`src/logic/scotp_consts.vh`:
```
// constants for the system control and fuse memory block
`ifndef SCOTP_CONSTS_VH
`define SCOTP_CONSTS_VH
`define SCOTP_CLK_HZ 10000000
`define SCOTP_PWM_HZ 50000
`define SCOTP_PWM_CYC (`SCOTP_CLK_HZ / `SCOTP_PWM_HZ)
`define SCOTP_BLINK_HZ 1
`define SCOTP_BLINK_HALF_CYC (`SCOTP_CLK_HZ / (2 * `SCOTP_BLINK_HZ))
`define SCOTP_START_LONG_MS 900
`define SCOTP_START_SHORT_MS 600
`define SCOTP_START_LONG_CYC (`SCOTP_START_LONG_MS * (`SCOTP_CLK_HZ / 1000))
`define SCOTP_START_SHORT_CYC (`SCOTP_START_SHORT_MS * (`SCOTP_CLK_HZ / 1000))
`define SCOTP_HALT_CYC 16
`define SCOTP_REG_PREAMP 8'h08
`define SCOTP_REG_PREAMP_LAST 8'h0c
`define SCOTP_REG_EXTRA 8'h21
`define SCOTP_REG_SYSTEM 8'h20
`define SCOTP_SYS_POWER_BIT 0
`define SCOTP_DUTY_OFF 2'h0
`define SCOTP_DUTY_QUARTER 2'h1
`define SCOTP_DUTY_HALF 2'h2
`define SCOTP_DUTY_FULL 2'h3
`define SCOTP_MODE_OFF 2'h0
`define SCOTP_MODE_NC 2'h1
`define SCOTP_MODE_MON 2'h2
`define SCOTP_FUSE_W 8
`define SCOTP_LOCK_BIT 7
`define SCOTP_SHORT_BIT 6
`define SCOTP_SET_SEL_LSB 4
`endif

```
`src/logic/scotp_pwm.v`:
```
// status current output pulse-width modulator with low-supply blinking
`timescale 1ns/100ps
module scotp_pwm #(
  parameter PWM_CYC = 200,
  parameter BLINK_HALF = 5000000
) (
  input wire mclk_i,
  input wire sys_rst_i,
  input wire ce_i,
  input wire run_i,
  input wire [1:0] duty_i,
  input wire supply_low_flag_i,
  output reg status_current_output_o
);
  `include "scotp_consts.vh"
  reg [7:0] phase_reg;
  reg [22:0] blink_reg;
  reg blink_on_reg;
  reg [1:0] eff_duty;
  reg pwm_next;

  always @*
  begin
    // low supply forces the half-current setting while lit
    if (supply_low_flag_i)
      eff_duty = blink_on_reg ? `SCOTP_DUTY_HALF : `SCOTP_DUTY_OFF;
    else
      eff_duty = duty_i;
    case (eff_duty)
      `SCOTP_DUTY_QUARTER: pwm_next = phase_reg < PWM_CYC / 4;
      `SCOTP_DUTY_HALF: pwm_next = phase_reg < PWM_CYC / 2;
      `SCOTP_DUTY_FULL: pwm_next = 1'b1;
      default: pwm_next = 1'b0;
    endcase
  end

  always @(posedge mclk_i or posedge sys_rst_i)
  begin
    if (sys_rst_i)
    begin
      phase_reg <= 8'h00;
      blink_reg <= 23'h000000;
      blink_on_reg <= 1'b1;
      status_current_output_o <= 1'b0;
    end
    else if (ce_i)
    begin
      if (phase_reg == PWM_CYC - 1)
        phase_reg <= 8'h00;
      else
        phase_reg <= phase_reg + 8'h01;
      if (!supply_low_flag_i)
      begin
        blink_reg <= 23'h000000;
        blink_on_reg <= 1'b1;
      end
      else if (blink_reg == BLINK_HALF - 1)
      begin
        blink_reg <= 23'h000000;
        blink_on_reg <= ~blink_on_reg;
      end
      else
        blink_reg <= blink_reg + 23'h000001;
      status_current_output_o <= run_i & pwm_next;
    end
  end
endmodule // scotp_pwm

```
`src/logic/scotp_top.v`:
```
// system control: start-up sequencing, mode decode, fuse memory
`timescale 1ns/100ps
// Notes on behaviour
// - stand-alone runs full start-up; serial mode stops midway awaiting host
// - auto continue plus power keep resumes the automatic start-up
// - start-up lasts 900ms, or 600ms when the fuse option shortens it
// - mode pin: low off, high noise cancel, mid level monitor
// - monitor mode uses its own preamp gain, fixed or volume driven
// - monitor mode may swap headphone source and lower line gain
// - serial mode enters monitor when host sets system monitor bit
// - status output pwm at 50kHz with 0, 25, 50, 100 percent duty
// - low supply blinks status at 1Hz, half duty, half current
// - shadow register writes unlimited and volatile
// - four gain sets allow three regain changes after first burn
// - registers 8h-Ch and 21h act only with override enabled
// - control registers clear at power off; host reloads them
// - fuse cells go 0 to 1 only, cleared only by sys_rst_i
// - shadow write any time once enabled, replaced at power-up or load
// - load copies fuses to shadow, runs after each power-on reset
// - write changes shadow only, held until power loss or reload
// - read returns the present shadow content
// - burn programs shadow content into fuse cells
// - once lock is burned all further programming is refused
// - serial mode powers up on a serial start condition
// - host writing zero to bit 0 of 20h powers down
// - shadow access refused until host enables it
module scotp_top #(
  parameter FUSE_W = 8,
  parameter SETS = 4,
  parameter START_LONG = 9000000,
  parameter START_SHORT = 6000000,
  parameter PWM_CYC = 200,
  parameter BLINK_HALF = 5000000
) (
  input wire mclk_i,
  input wire sys_rst_i,
  input wire ce_i,
  input wire serial_mode_i,
  input wire mode_hi_i,
  input wire mode_mid_i,
  input wire serial_start_i,
  input wire reg_wr_i,
  input wire [7:0] reg_addr_i,
  input wire [7:0] reg_wdata_i,
  input wire auto_sequence_continue_i,
  input wire power_keep_latch_i,
  input wire monitor_bit_i,
  input wire reg_override_i,
  input wire [7:0] override_gain_i,
  input wire [7:0] monitor_gain_i,
  input wire monitor_vol_follow_i,
  input wire [5:0] volume_control_input_i,
  input wire [1:0] monitor_src_i,
  input wire [5:0] monitor_line_gain_i,
  input wire [5:0] line_gain_i,
  input wire [1:0] duty_i,
  input wire supply_low_flag_i,
  input wire shadow_enable_i,
  input wire shadow_wr_i,
  input wire [FUSE_W-1:0] shadow_wdata_i,
  input wire shadow_rd_i,
  input wire load_i,
  input wire burn_i,
  input wire [1:0] burn_set_i,
  output reg powered_o,
  output reg seq_waiting_o,
  output reg seq_done_o,
  output reg [1:0] mode_o,
  output reg [7:0] mic_gain_o,
  output reg [1:0] hp_src_o,
  output reg [5:0] line_gain_o,
  output reg [FUSE_W-1:0] shadow_rdata_o,
  output reg shadow_valid_o,
  output reg access_refused_o,
  output reg burn_refused_o,
  output reg fuse_locked_o,
  output wire status_current_output_o
);
  `include "scotp_consts.vh"
  localparam S_OFF = 5'h01;
  localparam S_LOAD = 5'h02;
  localparam S_HALT = 5'h04;
  localparam S_RAMP = 5'h08;
  localparam S_ON = 5'h10;

  reg [2:0] hi_sync_reg;
  reg [2:0] mid_sync_reg;
  reg hi_reg;
  reg mid_reg;
  reg [4:0] state_reg;
  reg [4:0] state_next;
  reg [23:0] cnt_reg;
  reg [FUSE_W-1:0] fuse_reg [0:SETS-1];
  reg [FUSE_W-1:0] shadow_reg;
  reg [1:0] set_sel;
  reg lock_burned;
  reg short_start;
  integer i;

  // selects the highest set that has been programmed
  function [1:0] active_set;
    input [SETS*FUSE_W-1:0] flat;
    integer k;
    begin
      active_set = 2'h0;
      for (k = 1; k < SETS; k = k + 1)
        if (flat[k*FUSE_W +: FUSE_W] != {FUSE_W{1'b0}})
          active_set = k[1:0];
    end
  endfunction

  wire [SETS*FUSE_W-1:0] fuse_flat;
  genvar g;
  generate
    for (g = 0; g < SETS; g = g + 1)
    begin : flat_g
      assign fuse_flat[g*FUSE_W +: FUSE_W] = fuse_reg[g];
    end
  endgenerate

  always @*
  begin
    set_sel = active_set(fuse_flat);
    lock_burned = fuse_reg[0][`SCOTP_LOCK_BIT];
    short_start = fuse_reg[0][`SCOTP_SHORT_BIT];
  end

  // mode pin levels come from comparators outside this clock domain
  always @(posedge mclk_i or posedge sys_rst_i)
  begin
    if (sys_rst_i)
    begin
      hi_sync_reg <= 3'h0;
      mid_sync_reg <= 3'h0;
      hi_reg <= 1'b0;
      mid_reg <= 1'b0;
    end
    else if (ce_i)
    begin
      hi_sync_reg <= {hi_sync_reg[1:0], mode_hi_i};
      mid_sync_reg <= {mid_sync_reg[1:0], mode_mid_i};
      if (hi_sync_reg[2] == hi_sync_reg[1])
        hi_reg <= hi_sync_reg[2];
      if (mid_sync_reg[2] == mid_sync_reg[1])
        mid_reg <= mid_sync_reg[2];
    end
  end

  wire pin_on = hi_reg | mid_reg;
  wire pd_write = reg_wr_i && reg_addr_i == `SCOTP_REG_SYSTEM &&
    !reg_wdata_i[`SCOTP_SYS_POWER_BIT];
  wire power_off = serial_mode_i ? pd_write : !pin_on;
  wire [23:0] start_len = short_start ? START_SHORT[23:0] :
    START_LONG[23:0];

  always @*
  begin
    state_next = state_reg;
    case (state_reg)
      S_OFF:
        if (serial_mode_i ? serial_start_i : pin_on)
          state_next = S_LOAD;
      S_LOAD:
        state_next = S_HALT;
      S_HALT:
        if (!serial_mode_i)
          state_next = S_RAMP;
        else if (power_keep_latch_i && auto_sequence_continue_i)
          state_next = S_RAMP;
        else if (power_keep_latch_i)
          state_next = S_ON;
      S_RAMP:
        if (cnt_reg >= start_len - 24'h000001)
          state_next = S_ON;
      S_ON:
        state_next = S_ON;
      default:
        state_next = S_OFF;
    endcase
    if (power_off && state_reg != S_OFF)
      state_next = S_OFF;
  end

  always @(posedge mclk_i or posedge sys_rst_i)
  begin
    if (sys_rst_i)
    begin
      state_reg <= S_LOAD; // power-on reset loads the fuses
      cnt_reg <= 24'h000000;
    end
    else if (ce_i)
    begin
      state_reg <= state_next;
      if (state_next == S_RAMP && state_reg == S_RAMP)
        cnt_reg <= cnt_reg + 24'h000001;
      else
        cnt_reg <= 24'h000000;
    end
  end

  // fuse and shadow storage; fuses can only gain ones
  always @(posedge mclk_i or posedge sys_rst_i)
  begin
    if (sys_rst_i)
    begin
      for (i = 0; i < SETS; i = i + 1)
        fuse_reg[i] <= {FUSE_W{1'b0}};
      shadow_reg <= {FUSE_W{1'b0}};
      shadow_rdata_o <= {FUSE_W{1'b0}};
      shadow_valid_o <= 1'b0;
      access_refused_o <= 1'b0;
      burn_refused_o <= 1'b0;
    end
    else if (ce_i)
    begin
      shadow_valid_o <= 1'b0;
      access_refused_o <= 1'b0;
      burn_refused_o <= 1'b0;
      if (state_reg == S_LOAD || (load_i && shadow_enable_i))
        shadow_reg <= fuse_reg[set_sel];
      else if (shadow_wr_i && shadow_enable_i)
        shadow_reg <= shadow_wdata_i;
      if ((shadow_wr_i | shadow_rd_i | load_i | burn_i) &&
          !shadow_enable_i)
        access_refused_o <= 1'b1;
      if (shadow_rd_i && shadow_enable_i)
      begin
        shadow_rdata_o <= shadow_reg;
        shadow_valid_o <= 1'b1;
      end
      if (burn_i && shadow_enable_i)
      begin
        if (lock_burned)
          burn_refused_o <= 1'b1;
        else
          fuse_reg[burn_set_i] <= fuse_reg[burn_set_i] | shadow_reg;
      end
    end
  end

  // outputs; override registers are honoured only when enabled
  always @(posedge mclk_i or posedge sys_rst_i)
  begin
    if (sys_rst_i)
    begin
      powered_o <= 1'b0;
      seq_waiting_o <= 1'b0;
      seq_done_o <= 1'b0;
      mode_o <= `SCOTP_MODE_OFF;
      mic_gain_o <= 8'h00;
      hp_src_o <= 2'h0;
      line_gain_o <= 6'h00;
      fuse_locked_o <= 1'b0;
    end
    else if (ce_i)
    begin
      powered_o <= state_reg != S_OFF;
      seq_waiting_o <= state_reg == S_HALT && serial_mode_i;
      seq_done_o <= state_reg == S_ON;
      fuse_locked_o <= lock_burned;
      if (state_reg == S_OFF)
        mode_o <= `SCOTP_MODE_OFF;
      else if (serial_mode_i ? monitor_bit_i : mid_reg)
        mode_o <= `SCOTP_MODE_MON;
      else
        mode_o <= `SCOTP_MODE_NC;
      if (state_reg != S_OFF &&
          (serial_mode_i ? monitor_bit_i : mid_reg))
      begin
        mic_gain_o <= monitor_vol_follow_i ?
          {2'h0, volume_control_input_i} : monitor_gain_i;
        hp_src_o <= monitor_src_i;
        line_gain_o <= monitor_line_gain_i;
      end
      else
      begin
        // gain field is the low byte of the shadow word
        mic_gain_o <= reg_override_i ? override_gain_i :
          shadow_reg[7:0];
        hp_src_o <= 2'h0;
        line_gain_o <= line_gain_i;
      end
    end
  end

  scotp_pwm #(
    .PWM_CYC(PWM_CYC),
    .BLINK_HALF(BLINK_HALF)
  ) u_pwm (
    .mclk_i(mclk_i),
    .sys_rst_i(sys_rst_i),
    .ce_i(ce_i),
    .run_i(seq_done_o),
    .duty_i(duty_i),
    .supply_low_flag_i(supply_low_flag_i),
    .status_current_output_o(status_current_output_o)
  );
endmodule // scotp_top

```
`config.mk`:
```
export PLATFORM = sky130hd
export DESIGN_NAME = scotp_top
export DESIGN_NICKNAME = d
export VERILOG_FILES = /design/src/logic/scotp_pwm.v /design/src/logic/scotp_top.v
export VERILOG_INCLUDE_DIRS = /design/src /design/src/logic
export SDC_FILE = /design/constraint.sdc
export NUM_CORES = 1
export LEC_CHECK = 0
export ABC_AREA = 1
export BUFFER_PORTS_ARGS = -buffer_cell sky130_fd_sc_hd__buf_2
export CAP_MARGIN = 25
export CORE_MARGIN = 2
export CORE_UTILIZATION = 60
export CTS_BUF_LIST = sky130_fd_sc_hd__clkbuf_4
export CTS_CLUSTER_DIAMETER = 30
export DETAILED_ROUTE_END_ITERATION = 8
export HOLD_SLACK_MARGIN = 0.15
export PLACE_DENSITY = 0.87
export SKIP_LAST_GASP = 1
export SLEW_MARGIN = 0
export SYNTH_ARGS = -nofsm -noshare
export SYNTH_HDL_FRONTEND = slang
export SYNTH_SLANG_ARGS = --single-unit
```
`constraint.sdc`:
```
create_clock -name mclk_i -period 5.55 [get_ports mclk_i]
set_input_delay 1.11 -clock mclk_i [delete_from_list [all_inputs] [get_ports mclk_i]]
set_output_delay 1.11 -clock mclk_i [all_outputs]
set_load 0.02 [all_outputs]
```
### Word level (Yosys, flattened, before mapping)

Index checks and enable logic that the tools add are counted.

| storage, ports and cells | value |
|---|---|
| bits in registers | 143 |
| output and inout bits | 34 |
| logic and storage cells | 138 |

| cells by class | value |
|---|---|
| bitwise logic cells | 10 |
| $add $sub $neg | 4 |
| muxes and demuxes | 46 |
| equal/unequal tests | 16 |
| reduce and logical (&&, ||, !) cells | 28 |
| order comparisons | 6 |

Operators by type and width:

| kind | count |
|---|---|
| 8-bit two-way mux | 11 |
| 24-bit two-way mux | 2 |
| 23-bit two-way mux | 2 |
| 8-bit binary-select mux with 2-bit select | 2 |
| 32-bit bitwise mux | 1 |
| 32-bit two-way mux | 1 |
| 5-bit two-way mux | 6 |
| 5-bit one-hot mux with 5 select lines | 1 |
| 24-bit by 1-bit adder with 24-bit output (second input constant) | 1 |
| 24-bit >= comparator | 1 |
| 8-bit nonzero test | 3 |
| 24-bit by 1-bit subtractor with 24-bit output (second input constant) | 1 |
| 23-bit by 1-bit adder with 23-bit output (second input constant) | 1 |
| 23-bit == test (second input constant) | 1 |
| 8-bit demux with 2-bit select | 1 |
| 2-bit two-way mux | 7 |
| 1-bit logical AND | 13 |
| 2-bit AND reduction | 6 |
| 5-bit by 4-bit == test with 1-bit output (second input constant) | 2 |
| 1-bit two-way mux | 10 |
| 8-bit by 1-bit adder with 8-bit output (second input constant) | 1 |
| 8-bit by 6-bit == test with 1-bit output (second input constant) | 1 |
| 8-bit == test (second input constant) | 1 |
| 8-bit by 6-bit less-than comparator with 1-bit output (second input constant) | 1 |
| other kinds (23) | 33 |

### Depth between registers and ports, before layout

Gate-level depths: netlist of run 1.

| depth | value |
|---|---|
| depth in word-level cells | 9 |
| mapped depth | 14 |
| gate-level depth less buffers | 14 |

### Hierarchy

From an unflattened synthesis of run 1, not the netlist that was laid out.

| unflattened totals | value |
|---|---|
| cells, all modules | 1142 |
| area total of the unflattened synthesis | 8470.6 µm² |

Modules (own cells, without submodules):

| module | instances | cells an instance | seq. area each (µm²) | area an instance (µm²) |
|---|---|---|---|---|
| scotp_top | 1 | 870 | 2753.9 | 6545.0 |
| scotp_pwm | 1 | 272 | 827.0 | 1925.6 |

### Worst setup path after synthesis of run 1

No wires, ideal clock.

| timing | value |
|---|---|
| path type | input-to-reg |
| start | input port burn_set_i[0] |
| end | register fuse_reg, in the netlist active_set.flat[11] |
| arrival time | 2.001 ns |
| library setup time | 0.125 ns |
| cell stages on the path | 5 |
| path slack | 3.424 ns |
| cells stage by stage | inv_1 > nor2_1 > inv_1 > nor2_4 > mux2_2 |

| on the way | value |
|---|---|
| longest elaborated chain between the ends | 6 |
| elaborated cells on any way between the ends | 11 |

Ends and longest elaborated chain:

| what | line | text |
|---|---|---|
| start: declaration | scotp_top.v:64 | `input wire [1:0] burn_set_i,` |
| 2-bit inverter with 3-bit output (not written as such) (*) | scotp_top.v:236 | `fuse_reg[burn_set_i] <= fuse_reg[burn_set_i] \| shadow_reg;` |
| 3-bit >= comparator (not written as such), or another cell as far along | scotp_top.v:236 |  |
| 1-bit logical AND (not written as such) / 8-bit two-way mux (equally long branches) | scotp_top.v:236 |  |
| 8-bit two-way mux (not written as such) | scotp_top.v:236 |  |
| 8-bit demux with 2-bit select / 8-bit OR (equally long branches) | scotp_top.v:236 |  |
| 32-bit bitwise mux (*) | scotp_top.v:236 |  |
| end signal: indexed assignment | scotp_top.v:207 | `fuse_reg[i] <= {FUSE_W{1'b0}};` |
| end signal: indexed assignment | scotp_top.v:236 |  |
| end: declaration | scotp_top.v:93 | `reg [FUSE_W-1:0] fuse_reg [0:SETS-1];` |

Every way passes the cells marked *; elsewhere a longest branch is shown, timed or not. The select of a mux whose other input is x is not followed.
A chain may end at the register's enable or synchronous reset.

### Worst setup path after layout of run 1

| timing | value |
|---|---|
| start | register fuse_reg, in the netlist active_set.flat[6] |
| end | register cnt_reg[0] |

| on the way | value |
|---|---|
| longest elaborated chain between the ends | 9 |

Ends and longest elaborated chain:

| what | line | text |
|---|---|---|
| 24-bit two-way mux | scotp_top.v:153 | `wire [23:0] start_len = short_start ? START_SHORT[23:0] :` |
| 24-bit by 1-bit subtractor with 24-bit output | scotp_top.v:173 | `if (cnt_reg >= start_len - 24'h000001)` |
| 24-bit >= comparator | scotp_top.v:173 |  |
| 5-bit two-way mux | scotp_top.v:173 |  |
| 5-bit one-hot mux with 5 select lines | scotp_top.v:159 | `case (state_reg)` |
| 5-bit two-way mux | scotp_top.v:180 | `if (power_off && state_reg != S_OFF)` |
| 5-bit by 4-bit == test with 1-bit output | scotp_top.v:194 | `if (state_next == S_RAMP && state_reg == S_RAMP)` |
| 1-bit logical AND | scotp_top.v:194 |  |
| 24-bit two-way mux | scotp_top.v:194 |  |
| end signal: assignment | scotp_top.v:195 | `cnt_reg <= cnt_reg + 24'h000001;` |
| end: declaration | scotp_top.v:92 | `reg [23:0] cnt_reg;` |

Every way passes these cells.

==> results.md, run 1 <==
* Yosys cell types at 50
* Initial antenna violation count at 1
* Worst-skew pair later-pin latency at 0.57 ns
* Clock root buffer: clkbuf_4
* Cts bufs inserted at 17
* Crit path from: active_set.flat[6]$_DFFE_PP0P_
* TNS Setup at 0 ns
* Final Slew Violations at 0
* IO Port Bufs at 109
* Area Growth Syn to Fin at 10.8%
* Clock sinks at 143
* Total GRT Usage at 28.1%
* Syn nets at 1146
* ANT nets after route at 0
* Design Area, Final at 8880 µm²
* # DRC at 0
* Ys async rst share at 100%
* Commonest cells in the netlist: nand2_1 (280), dfrtp_1 (141), nor2_1 (129)
* Crit end category: flip-flop
* Fin crit period at 2.65 ns
* Hold/Removal Path Class: reg2reg
* Dpl cell area at 8630 µm²
* Status: finished, final reports clean
* Worst path cell trace: inv_1 > ha_1 > a21o_1 > nor2_1 > nand2_1 > nand2_1 > nand3_1 > nand2_1 > nand3_2 > o21ai_0
* CTS tree: yes
* Register bit count reported by yosys at 143
* Pin count of the biggest net entering global routing at 95
* First-pass GRT wire length at 32500 µm
* Upper clock frequency limit at 377 MHz
* Crit path DAT at 3.12 ns
* EDFF count, synth at 0
* Crit-path leading delay family: simple AND/OR/NAND/NOR gates
* Die area at 14300 µm²
* Max FFs per register at 32
* Synth Area in Compound Gates at 12.8%
* Vias in the first global route at 6921
* XOR/XNOR Fraction of Synth Area at 1.97%
* Core area at 13100 µm²
* Endpoints failing setup at 0
* Vias per cell at 5.58
* Most used cell, CP: nand2_1
* Crit path required time at 6.02 ns
* Die Y at 120 µm
* Fin. Hold Viols at 0
* Hold buffer count at cts at 0
* RSZ-0062 raised after global routing: no
* Final setup margin at 2.90 ns
* I/O pin total at 117
* Area contributors post-synth: dfrtp_1 (44%), nand2_1 (13%), nor2_1 (6.0%)
* R2r startpoint: active_set.flat[6]$_DFFE_PP0P_
* CP max stage delay at 0.49 ns
* Mux contribution to synthesized area at 1.17%
* # nets final at 1246
* CTS max path bufs at 2
* GP Congestion at 0.948
* Sequential share of the synthesized area at 44.7%
* Cells after Synth at 1050
* Startpoint types: flip-flop
* TritonRoute pass-1 iters at 5
* Peak VDD IR at 0.219 mV
* Fraction of the mapped netlist area in simple logic gates at 29.6%
* Area of the mapped netlist at 8010 µm²
* MaxCap Viol Count at 0
* Hold wc startpoint: shadow_reg[7]$_DFFE_PP0P_
* DRT iter0 DRCs at 786
* H-tree depth at 4
* Area fraction of the dominant cell type after synthesis at 44.0%
* DIE WIDTH at 120 µm
* Avg Cell Area, Syn at 7.63 µm²
* Crit share post-route at 47.8%
* Initial Util at 61.0%
* Post-CTS Setup Bufs at 0
* GRT overflow at 0
* Core Util, Final at 67.6%
* Filler cells at 1101
* Via count at 7483
* Placed Instances at 1307
* Wire per inst at 14.5 µm
* Leak at 4.36 nW
* Post-synth top area cell: dfrtp_1
* Slew Limit Headroom at 43.7%
* Main combinational cell family by area after synthesis: simple AND/OR/NAND/NOR gates
* Warnings from Yosys at 0
* Total power at 2.41 mW
* Path type of the worst setup path: reg2reg
* Detailed Route WL at 19400 µm
* Main synth FF type: dfrtp_1
* Worst-path maximum fanout at 24
* CTS clk-pin slew, worst paths at 0.12 ns
* Adder-cell share of the synthesized area at 2.03%
* Crit-path slowest cell: nand3_2
* Non-Filler Instances at 1340
* PwrDens at 271 nW/µm²
* FP Rows at 42
* Setup WS pre-CTS at 2.47 ns
* WP buf/inv at 1
* Hold slack at 0.488 ns
* Clk_skew at 0.0227 ns
* Most frequent cell after synthesis: nand2_1
* Share of layout cells above drive strength 1 at 16.4%
* Post-cts resize count at 0
* Detailed placement HPWL at 13800 µm
* Measured slew at the worst slew-check pin at 0.845 ns
cell families after synthesis:
family | after synthesis
AOI/OAI and AO/OA | 173
xor gates and xnor gates | 18
adders and majority gates | 13
buffers and inverters | 149
DFF | 143
muxes | 9
and+or+nand+nor | 545
cells in the final DEF (no fill, tap or decap), types with 8 or more instances in the layout:
| cell | netlist | final |
|---|---|---|
| nor3_1 | 11 | 11 |
| nor2_1 | 129 | 129 |
| clkbuf_4 | 0 | 24 |
| o21ai_0 | 74 | 74 |
| nor2_2 | 8 | 8 |
| nand3_1 | 63 | 63 |
| dfrtp_1 | 141 | 141 |
| nand4_1 | 27 | 27 |
| inv_1 | 114 | 113 |
| nand2_1 | 280 | 280 |
| ha_1 | 13 | 13 |
| a21oi_1 | 47 | 47 |
| buf_2 | 11 | 109 |
| o211ai_1 | 9 | 9 |
| a21oi_2 | 10 | 10 |
| xor2_1 | 13 | 13 |
layout make-up:
cell class	count	area [µm²]	area share, %
Multi-Input combinational cell	758	3810	42.9
Sequential cell	143	3580	40.3
Timing Repair Buffer	112	568	6.40
Inverter	118	448	5.05
Tap cell	176	220	2.48
Clock buffer	24	180	2.03
Clock inverter	8	68.8	0.775
Antenna cell	1	2.50	0.0282
power breakdown:
| group | switching, mW | internal, mW |
|---|---|---|
| clock network | 0.371 | 0.253 |
| logic | 0.362 | 0.173 |
| registers | 0.0876 | 1.16 |
| total | 0.821 | 1.59 |
tightest hold or removal path: cells and delay by family (launching register included):
family	cells	cell delay [ns]
DFF	1	0.35
and+or+nand+nor	2	0.11
layer usage:
layer,vias to the layer above,track usage [%],share of wire (%)
met5,-,0,0
li1,3637,-,-
met2,322,44.6,47
met4,0,10.2,2.0
met3,39,4.94,6.7
met1,3485,39.1,44
path summary, 6_finish.rpt:
check | to | cells past startpoint | slack (ns)
setup reg to reg | cnt_reg[0]$_DFFE_PP0P_ | 10 | 2.90
hold reg to reg | shadow_reg[7]$_DFFE_PP0P_ | 2 | 0.49
hold / removal | shadow_reg[7]$_DFFE_PP0P_ | 2 | 0.49
max in group asynchronous | u_pwm.phase_reg[3]$_DFFE_PP0P_ | 3 | 3.69
min in group asynchronous | active_set.flat[15]$_DFFE_PP0P_ | 2 | 0.69
setup / recovery | cnt_reg[0]$_DFFE_PP0P_ | 10 | 2.90
Power figures use the tool's default switching activity.
==> run 2, diff against run 1 <==
clock period = 2.45 ns   (was 5.55 ns; I/O delays follow)
==> run 2 against run 1 <==
- total power up 140%
- first-iteration DRC count down 12%
- sequential power up 130%
- sequential cell count unchanged
- critical path depth up 1
- routed wire length up 5.0%
- worst setup slack worse by 2.6 ns
- count of clock-buffer cells in the layout down 6
- cell area up 4.1%
- maximum frequency up 25%
- sequential share of layout area down 1.6 points
- register-to-register slack worse by 2.6 ns
- critical path type unchanged
==> results.md, run 2 (synthesis results as in run 1) <==
* Status: finished, final reports clean (unchanged)
* MaxCap Viol Count at 0 (unchanged)
* Hold/Removal Path Class: in2reg (was reg2reg)
* Wire per inst at 14.9 µm (was 14.5 µm)
* Core area at 13100 µm² (unchanged)
* First-pass GRT wire length at 34100 µm (was 32500 µm)
* RSZ-0062 raised after global routing: no (unchanged)
* Pin count of the biggest net entering global routing at 59 (was 95)
* FP Rows at 42 (unchanged)
* Filler cells at 1050 (was 1101)
* PwrDens at 623 nW/µm² (was 271 nW/µm²)
* WP buf/inv at 2 (was 1)
* Endpoints failing setup at 0 (unchanged)
* Placed Instances at 1326 (was 1307)
* CP max stage delay at 0.45 ns (was 0.49 ns)
* Clk_skew at 0.0239 ns (was 0.0227 ns)
* Crit path required time at 2.95 ns (was 6.02 ns)
* Vias in the first global route at 7508 (was 6921)
* Crit path DAT at 2.61 ns (was 3.12 ns)
* Non-Filler Instances at 1370 (was 1340)
* Via count at 7621 (was 7483)
* Vias per cell at 5.56 (was 5.58)
* Worst-skew pair later-pin latency at 0.58 ns (was 0.57 ns)
* Crit-path slowest cell: dfrtp_1 (was nand3_2)
* Cts bufs inserted at 17 (unchanged)
* CTS max path bufs at 2 (unchanged)
* Path type of the worst setup path: reg2reg (unchanged)
* TNS Setup at 0 ns (unchanged)
* Max FFs per register at 32 (unchanged)
* Worst-path maximum fanout at 14 (was 24)
* Crit end category: flip-flop (unchanged)
* Hold Path Stages at 3 (was 2)
* Cell count along the critical path at 11 (was 10)
* DRT iter0 DRCs at 695 (was 786)
* Peak VDD IR at 0.533 mV (was 0.219 mV)
* Leak at 4.52 nW (was 4.36 nW)
* Upper clock frequency limit at 472 MHz (was 377 MHz)
* CTS tree: yes (unchanged)
* I/O pin total at 117 (unchanged)
* N_diodes at 0 (was 1)
* Clock sinks at 143 (unchanged)
* H-tree depth at 4 (unchanged)
* Slew Limit Headroom at 56.5% (was 43.7%)
* GP Congestion at 0.949 (was 0.948)
* # nets final at 1277 (was 1246)
* Most frequent cells in the layout: nand2_1 (280), dfrtp_1 (141), nor2_1 (129) (unchanged)
* Startpoint types: flip-flop (unchanged)
* Hold buffer count at cts at 12 (was 0)
* # DRC at 0 (unchanged)
* Initial Util at 61.0% (unchanged)
* IO Port Bufs at 109 (unchanged)
* Crit share post-route at 86.4% (was 47.8%)
* Fin. Hold Viols at 0 (unchanged)
* Worst R2R Path Depth at 11 (was 10)
* Detailed Route WL at 20400 µm (was 19400 µm)
* Total power at 5.75 mW (was 2.41 mW)
* Core Util, Final at 70.3% (was 67.6%)
* Post-CTS Setup Bufs at 0 (unchanged)
* Hold slack at 0.211 ns (was 0.488 ns)
* Fin crit period at 2.12 ns (was 2.65 ns)
* Initial antenna violation count at 0 (was 1)
* Detailed placement HPWL at 14500 µm (was 13800 µm)
* Die Y at 120 µm (unchanged)
* ANT nets after route at 0 (unchanged)
* Post-cts resize count at 0 (unchanged)
* Worst path cell trace: inv_1 > ha_1 > a21o_1 > nor2_1 > nand2_1 > nand2_1 > nand3_1 > nand2_1 > nand3_2 > buf_4 > a21oi_1 (was inv_1 > ha_1 > a21o_1 > nor2_1 > nand2_1 > nand2_1 > nand3_1 > nand2_1 > nand3_2 > o21ai_0)
* Measured slew at the worst slew-check pin at 0.649 ns (was 0.845 ns)
* Commonest non-fill, non-tap cell in the layout: nand2_1 (unchanged)
* GRT overflow at 0 (unchanged)
* Final Slew Violations at 0 (unchanged)
* Crit-path leading delay family: buffers and inverters (was simple AND/OR/NAND/NOR gates)
* CTS clk-pin slew, worst paths at 0.12 ns (about the same)
* TritonRoute pass-1 iters at 6 (was 5)
* Total GRT Usage at 29.9% (was 28.1%)
* Area Growth Syn to Fin at 15.3% (was 10.8%)
* Clock root buffer: clkbuf_4 (unchanged)
* Share of layout cells above drive strength 1 at 17.5% (was 16.4%)
* Most used cell, CP: nand2_1 (unchanged)
* Die area at 14300 µm² (unchanged)
* R2R Setup Slk at 0.33 ns (was 2.90 ns)
* DIE WIDTH at 120 µm (unchanged)
-- run 2: cell count changes in the layout (fill, tap and decap cells not counted), sizes merged --
cell	delta
inv	+1
clkinvlp	+4
clkinv	-1
clkbuf	-6
diode	-1
buf	+19
dlygate4sd3	+12
bufinv	+2
-- run 2: layout make-up --
| class | instances | area (µm²) | area share (%) |
|---|---|---|---|
| multi-input cells | 758 | 3810 | 41.2 |
| flip-flops and latches | 143 | 3580 | 38.8 |
| repair buffers | 143 | 881 | 9.53 |
| inverters | 118 | 447 | 4.83 |
| well taps | 176 | 220 | 2.38 |
| clock inverters | 14 | 166 | 1.80 |
| clock buffers | 18 | 135 | 1.46 |
-- run 2: worst reg2reg max path: stages, from the launching register on --
cell,delay (ns)
dfrtp_1,0.45
inv_1,0.29
ha_1,0.33
a21o_1,0.18
nor2_1,0.08
nand2_1,0.06
nand2_1,0.05
nand3_1,0.09
nand2_1,0.11
nand3_2,0.07
buf_4,0.20
a21oi_1,0.14
-- run 2: power breakdown --
part / leakage [nW] / total, mW / internal [mW] / switching (mW)
clock network: 0.156 / 1.62 / 0.717 / 0.903
logic: 2.63 / 1.30 / 0.448 / 0.849
registers: 1.73 / 2.84 / 2.63 / 0.212
-- run 2: final timing paths --
check,startpoint,endpoint
min in group asynchronous,sys_rst_i,active_set.flat[2]$_DFFE_PP0P_
max reg2reg,active_set.flat[6]$_DFFE_PP0P_,cnt_reg[17]$_DFFE_PP0P_
min reg2reg,mic_gain_o[5]$_DFFE_PP0P_,mic_gain_o[5]$_DFFE_PP0P_
max in group asynchronous,sys_rst_i,cnt_reg[20]$_DFFE_PP0P_
max,active_set.flat[6]$_DFFE_PP0P_,cnt_reg[17]$_DFFE_PP0P_
min,line_gain_i[4],line_gain_o[4]$_DFFE_PP0P_
-- run 2: metal layers --
metal / up-vias / track usage (%) / share of wire (%)
met5: - / 0 / 0
li1: 3717 / - / -
met4: 0 / 12.5 / 2.9
met2: 300 / 49.0 / 48
met3: 60 / 6.23 / 6.1
met1: 3544 / 38.6 / 43
-- run 2: metrics by stage --
step,setup WS [ns],cell area (µm²)
after floorplan,0.171,8020
after global placement,0.382,8820
after detailed placement,0.333,8820
after CTS,0.331,9240
after global routing,0.0968,9240
final,0.333,9240
==> run 3, diff against run 2 <==
BUFFER_PORTS_ARGS = -buffer_cell sky130_fd_sc_hd__clkbuf_2   (was -buffer_cell sky130_fd_sc_hd__buf_2)
PLACE_DENSITY = unset   (was 0.87)
PLACE_DENSITY_LB_ADDON = 0.3   (was unset)
==> run 3 against run 2 <==
- sequential cell count unchanged
- first-iteration DRC count down 5.2%
- via count down 1.3%
- critical path type unchanged
- sequential share of layout area up 0.38 points
- global-route usage down 1.0 points
- sequential power about the same
- largest cell class unchanged
- register-to-register slack worse by 0.11 ns
- clock power down 9.9%
- utilization down 0.69 points
- count of clock-buffer cells in the layout unchanged
- critical endpoint is now cnt_reg[20]$_DFFE_PP0P_
- maximum frequency down 4.8%
- final cell count down 0.22%
==> results.md, run 3 (synthesis results as in run 1) <==
* Status: finished, final reports clean (unchanged)
* Core area at 13100 µm² (unchanged)
* Clock root buffer: clkbuf_4 (unchanged)
* Worst-path maximum fanout at 24 (was 14)
* PwrDens at 605 nW/µm² (was 623 nW/µm²)
* Most frequent cells in the layout: nand2_1 (280), dfrtp_1 (141), nor2_1 (129) (unchanged)
* Hold/Removal Path Class: in2reg (unchanged)
* Clk_skew at 0.0168 ns (was 0.0239 ns)
* Fin crit period at 2.22 ns (was 2.12 ns)
* Crit share post-route at 90.7% (was 86.4%)
* RSZ-0062 raised after global routing: no (unchanged)
* Vias in the first global route at 7200 (was 7508)
* Crit path DAT at 2.71 ns (was 2.61 ns)
* TNS Setup at 0 ns (unchanged)
* Hold slack at 0.201 ns (was 0.211 ns)
* Vias per cell at 5.50 (was 5.56)
* IO Port Bufs at 109 (unchanged)
* Final Slew Violations at 0 (unchanged)
* Comb power frac at 22.5% (about the same)
* Crit end category: flip-flop (unchanged)
* Placed Instances at 1324 (was 1326)
* Path type of the worst setup path: reg2reg (unchanged)
* Measured slew at the worst slew-check pin at 0.685 ns (was 0.649 ns)
* Peak VDD IR at 0.476 mV (was 0.533 mV)
* Filler cells at 1131 (was 1050)
* Area Growth Syn to Fin at 14.2% (was 15.3%)
* Endpoints failing setup at 0 (unchanged)
* DIE WIDTH at 120 µm (unchanged)
* Die area at 14300 µm² (unchanged)
* MaxCap Viol Count at 0 (unchanged)
* GP Congestion at 0.912 (was 0.949)
* Power Internal at 3.64 mW (was 3.79 mW)
* Crit path required time at 2.94 ns (was 2.95 ns)
* Fin. Hold Viols at 0 (unchanged)
* Max FFs per register at 32 (unchanged)
* Initial Util at 61.0% (unchanged)
* FP Rows at 42 (unchanged)
* CTS max path bufs at 2 (unchanged)
* Share of layout cells above drive strength 1 at 17.2% (was 17.5%)
* Seq pwr share at 51.2% (was 49.3%)
* GRT overflow at 0 (unchanged)
* Pin count of the biggest net entering global routing at 48 (was 59)
* Total GRT Usage at 28.8% (was 29.9%)
* P_sw at 1.89 mW (was 1.96 mW)
* # nets final at 1274 (was 1277)
* Post-cts resize count at 0 (unchanged)
* Upper clock frequency limit at 450 MHz (was 472 MHz)
* Detailed Route WL at 19400 µm (was 20400 µm)
* DRT iter0 DRCs at 659 (was 695)
* Hold buffer count at cts at 11 (was 12)
* ANT nets after route at 0 (unchanged)
* First-pass GRT wire length at 33100 µm (was 34100 µm)
* Die Y at 120 µm (unchanged)
* Detailed placement HPWL at 14300 µm (was 14500 µm)
* Via count at 7521 (was 7621)
* Initial antenna violation count at 1 (was 0)
* Clock sinks at 143 (unchanged)
* I/O pin total at 117 (unchanged)
* Non-Filler Instances at 1367 (was 1370)
* Core Util, Final at 69.6% (was 70.3%)
* Worst-skew pair later-pin latency at 0.57 ns (was 0.58 ns)
* # DRC at 0 (unchanged)
* Sw Ratio at 34.2% (was 34.1%)
* Cts bufs inserted at 17 (unchanged)
* Wire per inst at 14.2 µm (was 14.9 µm)
* CTS tree: yes (unchanged)
* Slew Limit Headroom at 54.1% (was 56.5%)
* Clock Power Share at 26.3% (was 28.1%)
* Post-CTS Setup Bufs at 0 (unchanged)
* Leak at 4.49 nW (was 4.52 nW)
* TritonRoute pass-1 iters at 5 (was 6)
* H-tree depth at 4 (unchanged)
* CTS clk-pin slew, worst paths at 0.11 ns (was 0.12 ns)
* Commonest non-fill, non-tap cell in the layout: nand2_1 (unchanged)
* Startpoint types: flip-flop (unchanged)
[run 3: per-stage QoR]
| stage | setup WS (ns) | total power, mW | instance area (µm²) |
|---|---|---|---|
| after floorplan | 0.171 | 3.66 | 8020 |
| after global placement | 0.321 | 4.07 | 8780 |
| after detailed placement | 0.244 | 4.10 | 8780 |
| after CTS | 0.235 | 5.56 | 9150 |
| after global routing | 0.0276 | 5.84 | 9150 |
| final | 0.227 | 5.54 | 9150 |
[run 3: worst max-delay path: stages, from the launching register on]
cell and delay, ns:
dfrtp_1 0.45, inv_1 0.32, ha_1 0.34, a21o_1 0.19, nor2_1 0.09, nand2_1 0.06
nand2_1 0.05, nand3_1 0.09, nand2_1 0.10, nand3_2 0.06, buf_4 0.23, a21oi_1 0.16
[run 3: final timing paths]
kind                                                     end  cells past startpoint                            from  slack (ns)
worst max register to register       cnt_reg[20]$_DFFE_PP0P_                     11  active_set.flat[6]$_DFFE_PP0P_        0.23
worst min-delay path            access_refused_o$_DFFE_PP0P_                      2                 shadow_enable_i        0.20
max in group asynchronous              mode_o[1]$_DFFE_PP0P_                      4                       sys_rst_i        1.17
worst min register to register    hi_sync_reg[1]$_DFFE_PP0P_                      2      hi_sync_reg[1]$_DFFE_PP0P_        0.48
min in group asynchronous         burn_refused_o$_DFFE_PP0P_                      3                       sys_rst_i        0.54
worst max-delay path                 cnt_reg[20]$_DFFE_PP0P_                     11  active_set.flat[6]$_DFFE_PP0P_        0.23
[run 3: per-layer routing]
layer,global-route usage (%),share of wire [%],vias up,wire length [µm]
met1,37.8,44,3505,8460
met5,0,0,-,0
met4,9.04,2.4,0,468
met2,47.2,47,266,9090
li1,-,-,3702,-
met3,7.51,7.3,48,1420
[run 3: power by group through the flow]
| stage | clock [mW] | sequential [mW] | combinational (mW) |
|---|---|---|---|
| 2_1_floorplan | 0 | 2.99 | 0.670 |
| 3_3_place_gp | 0 | 2.87 | 1.20 |
| 3_5_place_dp | 0 | 2.87 | 1.23 |
| 4_1_cts | 1.48 | 2.83 | 1.25 |
| 5_1_grt | 1.58 | 2.87 | 1.38 |
| 6_report | 1.46 | 2.84 | 1.24 |
[run 3: area by class of cell]
cell class	instances	area, µm²	share of cell area (%)
Tap cell	176	220	2.41
Antenna cell	1	2.50	0.0273
Sequential cell	143	3580	39.1
Clock inverter	13	124	1.35
Multi-Input combinational cell	758	3810	41.6
Clock buffer	18	135	1.48
Timing Repair Buffer	140	831	9.08
Inverter	118	447	4.88
